File: config.mk
export PLATFORM = sky130hd
export DESIGN_NAME = phy_status_summary
export DESIGN_NICKNAME = d
export VERILOG_FILES = /design/src/core/sticky_flag.v /design/src/core/apb_slave_port.v /design/src/core/phy_status_summary.v
export VERILOG_INCLUDE_DIRS = /design/src /design/src/core
export SDC_FILE = /design/constraint.sdc
export NUM_CORES = 1
export LEC_CHECK = 0
export BUFFER_PORTS_ARGS = -buffer_cell sky130_fd_sc_hd__buf_4
export CAP_MARGIN = 25
export CORE_ASPECT_RATIO = 0.7
export CORE_MARGIN = 4
export CORE_UTILIZATION = 52
export DETAILED_ROUTE_END_ITERATION = 6
export GPL_TIMING_DRIVEN = 0
export PLACE_DENSITY_LB_ADDON = 0.15
export SLEW_MARGIN = 30
export SYNTH_ARGS = -nofsm -noshare
export SYNTH_HDL_FRONTEND = slang
export SYNTH_HIERARCHICAL = 1
export SYNTH_SLANG_ARGS = --single-unit
File: constraint.sdc
create_clock -name clk_i -period 5.1 [get_ports clk_i]
set_input_delay 0.765 -clock clk_i [delete_from_list [all_inputs] [get_ports clk_i]]
set_output_delay 0.765 -clock clk_i [all_outputs]
set_load 0.02 [all_outputs]
File: src/core/phy_status_map.vh
`ifndef PHY_STATUS_MAP_VH
`define PHY_STATUS_MAP_VH
// Register indices (management space) and byte addresses on APB
`define IDX_BASIC_MODE_STATUS 5'h01
`define IDX_AUTONEG_EXPANSION 5'h06
`define IDX_INTERRUPT_STATUS_EVENT 5'h12
`define IDX_FALSE_CARRIER_COUNT 5'h14
`define IDX_PHY_STATUS_SUMMARY 5'h10
`define ADDR_PHY_STATUS_SUMMARY 8'h40
`define ADDR_SRC_READ 8'h80
`define ADDR_CONFIG 8'h84
`define ADDR_IRQ_STATUS 8'h88
`define ADDR_IRQ_CLEAR 8'h8c
`define ADDR_IRQ_ENABLE 8'h90
// Summary field positions
`define BIT_POLARITY 12
`define BIT_FALSE_CARRIER 11
`define BIT_SIGNAL_DETECT 10
`define BIT_DESCR_LOCK 9
`define BIT_PAGE_RX 8
`define BIT_IRQ_PENDING 7
`define BIT_REMOTE_FAULT 6
`define BIT_JABBER 5
`define BIT_AN_DONE 4
`define BIT_LOOPBACK 3
`define BIT_DUPLEX 2
`define BIT_SPEED10 1
`define BIT_LINK 0
// Config register: bit 0 qualifies signal detect with lock
`define CFG_SD_QUAL 0
`define CFG_RESET 1'b0
// Interrupt status layout
`define IRQ_FALSE_CARRIER 0
`define IRQ_REMOTE_FAULT 1
`define IRQ_LOST_SIGNAL 2
`define IRQ_WIDTH 3
`endif

File: src/core/sticky_flag.v
`timescale 1ns/100ps
// Sticky flag: set wins over clear in the same cycle
module sticky_flag #(
   parameter SET_VAL = 1'b1
) (
   input wire clk_i,
   input wire nrst_i,
   input wire set_i,
   input wire clr_i,
   output reg flag_o
);
   always @(posedge clk_i)
   begin
      if (!nrst_i)
         flag_o <= ~SET_VAL;
      else if (set_i)
         flag_o <= SET_VAL;
      else if (clr_i)
         flag_o <= ~SET_VAL;
   end
endmodule

File: src/core/apb_slave_port.v
`timescale 1ns/100ps
// Zero-wait APB decode: one-cycle strobes in the access phase
module apb_slave_port (
   input wire psel_i,
   input wire penable_i,
   input wire pwrite_i,
   input wire [7:0] paddr_i,
   input wire [7:0] match_i,
   output wire rd_o,
   output wire wr_o
);
   wire hit;
   assign hit = psel_i & penable_i & (paddr_i == match_i);
   assign rd_o = hit & ~pwrite_i;
   assign wr_o = hit & pwrite_i;
endmodule

File: src/core/phy_status_summary.v
// The register offsets and the APB register port were chosen for this implementation.
`timescale 1ns/100ps
`include "phy_status_map.vh"
// Behaviour
// - Summary register sits at management index 10h (byte 40h on APB).
// - Bit 12 is 1 for inverted receive polarity, 0 for correct polarity.
// - Bit 11 latches high on false carrier; clears on read of register 14h.
// - Bit 10 latching-low signal detect, ANDed with lock when qualify bit set.
// - Bit 9 latching-low 100 Mb/s descrambler lock.
// - Bit 8 latches high on page received; cleared only by read of register 06h or reset.
// - Bit 7 is 1 while interrupt pending; read of 12h clears it.
// - Bit 6 sets on partner remote fault; clears on read of 01h or reset.
// - Bit 5 latches high on jabber detect; clears on read of 01h, summary read leaves it set.
// - Bit 4 is 1 once autonegotiation completed.
// - Bit 3 is 1 while loopback enabled.
// - Bit 2 shows resolved duplex, 1 full, 0 half.
// - Bit 1 shows resolved speed, 1 for 10 Mb/s, 0 for 100 Mb/s.
// - Bit 0 copies link status; summary read does not clear it.
module phy_status_summary (
   input wire clk_i,
   input wire nrst_i,
   input wire psel_i,
   input wire penable_i,
   input wire pwrite_i,
   input wire [7:0] paddr_i,
   input wire [31:0] pwdata_i,
   output reg [31:0] prdata_o,
   output reg pready_o,
   output reg pslverr_o,
   input wire polarity_inverted_i,
   input wire false_carrier_evt_i,
   input wire signal_detect_raw_i,
   input wire descr_lock_i,
   input wire page_rx_evt_i,
   input wire irq_evt_i,
   input wire remote_fault_evt_i,
   input wire jabber_evt_i,
   input wire an_done_i,
   input wire loopback_i,
   input wire full_duplex_i,
   input wire speed10_i,
   input wire link_up_i,
   output reg irq_o
);
   ////////////////////////////////////////////////////////////////////////////
   reg cfg;
   reg [`IRQ_WIDTH-1:0] irq_en;
   wire [`IRQ_WIDTH-1:0] irq_stat;
   wire access;
   wire summ_rd;
   wire src_wr;
   wire cfg_wr;
   wire clr_wr;
   wire en_wr;
   reg rd_basic;
   reg rd_aneg;
   reg rd_int;
   reg rd_fc;
   wire sd_qual;
   wire fc_l;
   wire sd_l;
   wire lk_l;
   wire pg_l;
   wire ip_l;
   wire rf_l;
   wire jb_l;
   wire lk_drop;
   reg lk_prev;
   wire [15:0] summary;
   reg [31:0] next_prdata;
   reg next_err;
   wire rd_phase;
   wire wr_phase;
   reg next_ready;
   reg next_slverr;
   reg [31:0] next_rdata;
   reg next_cfg;
   reg [`IRQ_WIDTH-1:0] next_irq_en;
   reg next_irq;

   assign access = psel_i & penable_i;
   // Reads capture and re-arm on the first access edge, together, so a drop
   // landing between capture and re-arm cannot be lost; writes land on the
   // completing edge, once per transfer.
   assign rd_phase = penable_i & ~pready_o;
   assign wr_phase = penable_i & pready_o;

   apb_slave_port u_summ (
      .psel_i(psel_i),
      .penable_i(rd_phase),
      .pwrite_i(pwrite_i),
      .paddr_i(paddr_i),
      .match_i(`ADDR_PHY_STATUS_SUMMARY),
      .rd_o(summ_rd),
      .wr_o()
   );
   apb_slave_port u_src (
      .psel_i(psel_i),
      .penable_i(wr_phase),
      .pwrite_i(pwrite_i),
      .paddr_i(paddr_i),
      .match_i(`ADDR_SRC_READ),
      .rd_o(),
      .wr_o(src_wr)
   );
   apb_slave_port u_cfg (
      .psel_i(psel_i),
      .penable_i(wr_phase),
      .pwrite_i(pwrite_i),
      .paddr_i(paddr_i),
      .match_i(`ADDR_CONFIG),
      .rd_o(),
      .wr_o(cfg_wr)
   );
   apb_slave_port u_clr (
      .psel_i(psel_i),
      .penable_i(wr_phase),
      .pwrite_i(pwrite_i),
      .paddr_i(paddr_i),
      .match_i(`ADDR_IRQ_CLEAR),
      .rd_o(),
      .wr_o(clr_wr)
   );
   apb_slave_port u_en (
      .psel_i(psel_i),
      .penable_i(wr_phase),
      .pwrite_i(pwrite_i),
      .paddr_i(paddr_i),
      .match_i(`ADDR_IRQ_ENABLE),
      .rd_o(),
      .wr_o(en_wr)
   );

   ////////////////////////////////////////////////////////////////////////////
   // Source-register reads are reported by the management logic as a write of
   // the read index to the source-read port; summary reads never appear here.
   // Index 10h has no entry: a summary read clears nothing elsewhere
   always @*
   begin
      rd_basic = 1'b0;
      rd_aneg = 1'b0;
      rd_int = 1'b0;
      rd_fc = 1'b0;
      if (src_wr)
      begin
         case (pwdata_i[4:0])
            `IDX_BASIC_MODE_STATUS: rd_basic = 1'b1;
            `IDX_AUTONEG_EXPANSION: rd_aneg = 1'b1;
            `IDX_INTERRUPT_STATUS_EVENT: rd_int = 1'b1;
            `IDX_FALSE_CARRIER_COUNT: rd_fc = 1'b1;
            default: rd_fc = 1'b0;
         endcase
      end
   end

   assign sd_qual = cfg ? (signal_detect_raw_i & descr_lock_i) : signal_detect_raw_i;

   // Latching-low bits re-arm on a summary read; a low that arrives with the
   // read still wins so the drop is never lost.
   sticky_flag #(.SET_VAL(1'b0)) u_sd (
      .clk_i(clk_i),
      .nrst_i(nrst_i),
      .set_i(~sd_qual),
      .clr_i(summ_rd),
      .flag_o(sd_l)
   );
   sticky_flag #(.SET_VAL(1'b0)) u_lock (
      .clk_i(clk_i),
      .nrst_i(nrst_i),
      .set_i(~descr_lock_i),
      .clr_i(summ_rd),
      .flag_o(lk_l)
   );
   sticky_flag u_fc (
      .clk_i(clk_i),
      .nrst_i(nrst_i),
      .set_i(false_carrier_evt_i),
      .clr_i(rd_fc),
      .flag_o(fc_l)
   );
   sticky_flag u_pg (
      .clk_i(clk_i),
      .nrst_i(nrst_i),
      .set_i(page_rx_evt_i),
      .clr_i(rd_aneg),
      .flag_o(pg_l)
   );
   sticky_flag u_ip (
      .clk_i(clk_i),
      .nrst_i(nrst_i),
      .set_i(irq_evt_i),
      .clr_i(rd_int),
      .flag_o(ip_l)
   );
   sticky_flag u_rf (
      .clk_i(clk_i),
      .nrst_i(nrst_i),
      .set_i(remote_fault_evt_i),
      .clr_i(rd_basic),
      .flag_o(rf_l)
   );
   sticky_flag u_jb (
      .clk_i(clk_i),
      .nrst_i(nrst_i),
      .set_i(jabber_evt_i),
      .clr_i(rd_basic),
      .flag_o(jb_l)
   );

   ////////////////////////////////////////////////////////////////////////////
   // Upper three bits belong elsewhere and read as zero here
   assign summary = {3'h0,
      polarity_inverted_i,
      fc_l,
      sd_l,
      lk_l,
      pg_l,
      ip_l,
      rf_l,
      jb_l,
      an_done_i,
      loopback_i,
      full_duplex_i,
      speed10_i,
      link_up_i};

   ////////////////////////////////////////////////////////////////////////////
   // Interrupt events
   assign lk_drop = lk_prev & ~link_up_i;
   sticky_flag u_irq_fc (
      .clk_i(clk_i),
      .nrst_i(nrst_i),
      .set_i(false_carrier_evt_i),
      .clr_i(clr_wr & pwdata_i[`IRQ_FALSE_CARRIER]),
      .flag_o(irq_stat[`IRQ_FALSE_CARRIER])
   );

   sticky_flag u_irq_rf (
      .clk_i(clk_i),
      .nrst_i(nrst_i),
      .set_i(remote_fault_evt_i),
      .clr_i(clr_wr & pwdata_i[`IRQ_REMOTE_FAULT]),
      .flag_o(irq_stat[`IRQ_REMOTE_FAULT])
   );

   sticky_flag u_irq_ld (
      .clk_i(clk_i),
      .nrst_i(nrst_i),
      .set_i(lk_drop),
      .clr_i(clr_wr & pwdata_i[`IRQ_LOST_SIGNAL]),
      .flag_o(irq_stat[`IRQ_LOST_SIGNAL])
   );

   always @(posedge clk_i)
   begin
      if (!nrst_i)
      begin
         lk_prev <= 1'b0;
         cfg <= `CFG_RESET;
         irq_en <= {`IRQ_WIDTH{1'b0}};
         irq_o <= 1'b0;
      end
      else
      begin
         lk_prev <= link_up_i;
         cfg <= next_cfg;
         irq_en <= next_irq_en;
         irq_o <= next_irq;
      end
   end

   ////////////////////////////////////////////////////////////////////////////
   // Read mux; a summary write is accepted and discarded
   always @*
   begin
      next_prdata = 32'h0;
      next_err = 1'b0;
      case (paddr_i)
         `ADDR_PHY_STATUS_SUMMARY: next_prdata = {16'h0, summary};
         `ADDR_SRC_READ: next_prdata = 32'h0;
         `ADDR_CONFIG: next_prdata = {31'h0, cfg};
         `ADDR_IRQ_STATUS: next_prdata = {29'h0, irq_stat};
         `ADDR_IRQ_CLEAR: next_prdata = 32'h0;
         `ADDR_IRQ_ENABLE: next_prdata = {29'h0, irq_en};
         default: next_err = 1'b1;
      endcase
   end

   ////////////////////////////////////////////////////////////////////////////
   // Next values of the registered outputs and control registers
   always @*
   begin
      next_ready = access & ~pready_o;
      next_slverr = access & ~pready_o & next_err;
      next_rdata = prdata_o;
      if (psel_i & rd_phase & ~pwrite_i)
         next_rdata = next_prdata;
      next_cfg = cfg;
      if (cfg_wr)
         next_cfg = pwdata_i[`CFG_SD_QUAL];
      next_irq_en = irq_en;
      if (en_wr)
         next_irq_en = pwdata_i[`IRQ_WIDTH-1:0];
      next_irq = |(irq_stat & irq_en);
   end

   // One wait state: pready rises in the second access cycle
   always @(posedge clk_i)
   begin
      if (!nrst_i)
      begin
         pready_o <= 1'b0;
         pslverr_o <= 1'b0;
         prdata_o <= 32'h0;
      end
      else
      begin
         pready_o <= next_ready;
         pslverr_o <= next_slverr;
         prdata_o <= next_rdata;
      end
   end
endmodule

[Word-level counts from Yosys, hierarchy flattened]
Index checks and enable logic that the tools add are counted.
Cells by class
  equality and inequality tests: 12
  mux-type cells: 29
  bitwise gates (word level): 27
  reductions and logical operators: 10
Operator list (count)
  $pmux 13 s4: 1
  $eq 8x8->1 const B: 5
  $mux 1: 28
  $and 1x1->1: 23
  $reduce_bool 2->1: 8
  $eq 5x5->1 const B: 2
  $eq 8x7->1 const B: 1
  $reduce_or 6->1: 1
  $eq 5x1->1 const B: 1
  $eq 5x3->1 const B: 1
  $and 3x3->3: 1
  $not 1->1: 3
  $reduce_or 3->1: 1
  $ne 2x1->1 const B: 1
  $ne 2x2->1 const B: 1
Word-level totals
  flip-flop bits (word level): 50
  output and inout bits: 35

[Logic depth before layout (Yosys ltp)]
  depth after elaboration: 7
  depth in mapped cells: 10
  depth with buffers taken out: 10

[Modules after synthesis]
The synthesis kept the hierarchy.
By module, submodules not included
  phy_status_summary: times used 1, cells each 125, area each 1158.6 µm²
  apb_slave_port: times used 5, cells each 19, area each 131.4 µm²
  sticky_flag at u_fc ...: times used 8, cells each 3, area each 41.3 µm²
  sticky_flag at u_lock ...: times used 2, cells each 3, area each 28.8 µm²

[Worst setup path before layout]
OpenSTA, ideal clock, no wires.
  path type: input-to-reg
  from: in paddr_i[0]
  to: reg u_jb.flag_o
  setup time: 0.115 ns
  data arrival time: 2.628 ns
  data required time: 4.985 ns
  setup slack: 2.357 ns
  stages: 7
  buffers on the path: 0
  cell sequence: and2b_1 or4_4 nor4_1 nand2b_1 nor4_1 nor2b_4 o21a_1
On the way
  cells in the longest elaborated chain, start to end: 5
RTL lines
  start, declared: line phy_status_summary.v:25  | input wire [7:0] paddr_i,
  $eq 8x8->1: line apb_slave_port.v:13  | assign hit = psel_i & penable_i & (paddr_i == match_i);
  $and 1x1->1: line apb_slave_port.v:13
  $and 1x1->1: line apb_slave_port.v:15  | assign wr_o = hit & pwrite_i;
  via src_wr: line phy_status_summary.v:51  | wire src_wr;
  $mux 1: line phy_status_summary.v:144  | if (src_wr)
  via rd_basic: line phy_status_summary.v:55  | reg rd_basic;
  $reduce_bool 2->1 (no source line)
  end signal, assigned: line sticky_flag.v:15  | flag_o <= ~SET_VAL;
  end signal, assigned: line sticky_flag.v:19  | flag_o <= ~SET_VAL;
  end, declared: line sticky_flag.v:10  | output reg flag_o
The timed path passes the listed nets, and every way through them passes these cells.
A chain may end at the register's enable or synchronous reset.

[Final worst setup path]
Ends and elaborated chain as after synthesis.

==> flow_summary.json <==
{
  "finalClockSkew_ns": 0.00423,
  "arrival_ns": 3.08,
  "dpl_cell_area_um2": 2820,
  "crit_path_max_fanout": 12,
  "start_util": 0.542,
  "fin_crit_ns": 2.90,
  "antenna_found_initial": 0,
  "synth_area_per_cell_um2": 8.90,
  "min_path_type": "flip-flop to flip-flop",
  "fp.dieH_um": 61.6,
  "clock_sinks": 31,
  "antenna_cells": 0,
  "p_int_uw": 471,
  "wl_met3_um": 355,
  "clock_path_buffers": 2,
  "syn_inst": 240,
  "seq_area_um2": 621,
  "avgViaCountPerCell": 4.66,
  "layout-drive-gt1-share": 0.251,
  "multi_input_area_um2": 1580,
  "insertion_delay_ns": 0.29,
  "wl_met2_um": 2440,
  "pin_count": 93,
  "globalRouteTotalUtil": 0.205,
  "endpoint": "u_jb/flag_o$_SDFFE_PN0P_",
  "cp-start-kind": "primary input",
  "crit_start": "paddr_i[0]",
  "slew_violations": 0,
  "regToRegSetupSlack_ns": 2.42,
  "ctsResizeCount": 0,
  "vias": 1948,
  "core-area_um2": 3950,
  "powerDensity_nw_per_um2": 216,
  "htree_levels": 2,
  "switchingPower_uw": 162,
  "rsz0062_at_grt": "no",
  "die_area_um2": 5220,
  "postRouteAntennaNets": 0,
  "p_total_uw": 633,
  "r2r_start": "pready_o$_SDFF_PN0_",
  "cts-buffers-inserted": 5,
  "grt_pass1_wl_um": 8310,
  "rows": 19,
  "final_nets": 423,
  "setup_violations": 0,
  "slowest_delay_ns": 0.73,
  "pwr-share-clk": 0.397,
  "slew_headroom": 0.424,
  "grt_start_max_net_pins": 16,
  "p_sw_frac": 0.256,
  "drtPass1Iterations": 4,
  "largest_register_ffs": 13,
  "gp_congestion": 0.783,
  "status": "finished clean",
  "route.detailed.drc": 0,
  "routed.top_layer": "met4",
  "cpMostUsedCell": "nor4_1",
  "fin_util": 0.744,
  "fin_area_um2": 2940,
  "path_cells": "buf_4 > and2b_1 > or4_4 > nor4_1 > nand2b_1 > nor4_1 > nor2b_4 > o21a_1",
  "cts_tree": "built",
  "die_w_um": 84.6,
  "drt-wirelength-per-cell_um": 12.4,
  "rr_worst_depth": 8,
  "p_seq_frac": 0.400,
  "wl_met1_um": 2320,
  "cap_violations": 0,
  "wl_um": 5170,
  "vdd_ir_drop_max_mv": 0.219,
  "end_kind": "flip-flop",
  "postCtsSetupRepairBufs": 0,
  "fmax_mhz": 345,
  "clk_pin_slew_worst_paths_ns": 0.07,
  "fin_hold_ws_ns": 0.507,
  "hpwl_um": 4070,
  "worst_pin_slew_ns": 0.856,
  "combinationalPowerShare": 0.203,
  "largestRegisters": "prdata_o x13, irq_en x3",
  "clockRootBuffer": "clkbuf_8",
  "regMostFlops": "prdata_o",
  "timing.final.hold_violations": 0,
  "finalCritPeriodShare": 0.569,
  "first_iter_violations": 122,
  "crit_required_ns": 5.28,
  "synth_area_um2": 2140,
  "critical_path.slowest_cell": "nor4_1",
  "area_growth_syn_to_layout_pct": 37.4,
  "worst-setup-path-type": "primary input to flip-flop",
  "overflow": 0,
  "first_global_vias": 1840,
  "holdBufCountCts": 0,
  "port_buffers": 46,
  "p_leak_uw": 0.00127,
  "fill_cells": 319,
  "yosys_warnings": 6,
  "tns_ns": 0,
  "r2r-end": "u_jb/flag_o$_SDFFE_PN0P_"
}
-- power groups by stage --
stage	registers, uW	logic (uW)	clock network, uW
CTS	253	127	252
global route	254	141	265
detailed placement	258	126	0
finish	253	129	251
floorplan	258	84.2	0
global placement	258	123	0
-- per-layer routing --
metal / track usage / vias to the layer above
met3: 0.0508 / 7
met2: 0.352 / 56
li1: - / 1003
met1: 0.259 / 882
met5: 0 / -
met4: 0.0632 / 0
-- layout make-up --
class / instances / share of cell area
Buffer: 23 / 0.0541
Clock buffer: 6 / 0.0281
Clock inverter: 2 / 0.0119
Inverter: 12 / 0.0153
Multi-Input combinational cell: 246 / 0.539
Sequential cell: 31 / 0.211
Tap cell: 52 / 0.0222
Timing Repair Buffer: 46 / 0.118
-- placed cells by master (no fill, tap or decap), types with 3 or more instances in the layout --
| master | instances |
|---|---|
| buf_4 | 65 |
| or4_4 | 6 |
| inv_1 | 12 |
| and2_1 | 5 |
| xnor2_1 | 26 |
| a22o_1 | 3 |
| nor2b_4 | 8 |
| nand2b_1 | 8 |
| and2b_1 | 5 |
| conb_1 | 74 |
| clkbuf_8 | 6 |
| nor2b_1 | 28 |
| nand3_1 | 9 |
| nor2_1 | 4 |
| a22oi_1 | 10 |
| nor3_1 | 3 |
| mux2i_1 | 4 |
| nor4_1 | 7 |
| o221ai_1 | 5 |
| a32o_1 | 4 |
| dfxtp_1 | 31 |
| nor3b_1 | 3 |
| o21a_1 | 8 |
| nand2_1 | 7 |
| clkbuf_1 | 3 |
-- per-stage QoR --
step,std cells,setup WS [ns]
after floorplan,312,2.37
after global placement,410,1.92
after detailed placement,410,1.86
after CTS,418,2.17
after global routing,418,2.04
final,418,2.20
-- how the worst min path moves through the flow --
stage | end | startpoint | cells after the start | slack [ns]
2_1_floorplan | u_lock/flag_o$_SDFFE_PN1P_ | u_lock/flag_o$_SDFFE_PN1P_ | 2 | 0.47
3_3_place_gp | u_sd/flag_o$_SDFFE_PN1P_ | u_sd/flag_o$_SDFFE_PN1P_ | 2 | 0.48
3_5_place_dp | u_lock/flag_o$_SDFFE_PN1P_ | u_lock/flag_o$_SDFFE_PN1P_ | 2 | 0.50
4_1_cts | prdata_o[1]$_SDFFE_PN0P_ | prdata_o[1]$_SDFFE_PN0P_ | 1 | 0.52
5_1_grt | prdata_o[0]$_SDFFE_PN0P_ | prdata_o[0]$_SDFFE_PN0P_ | 1 | 0.54
6_report | prdata_o[1]$_SDFFE_PN0P_ | prdata_o[1]$_SDFFE_PN0P_ | 1 | 0.51
-- worst max-delay path: cells and delay by family --
kind | cells | cell delay [ns]
and+or+nand+nor | 6 | 1.96
buffers and inverters | 1 | 0.16
AOI/OAI and AO/OA | 1 | 0.19
Note: power is estimated with default switching activity, not from simulation.
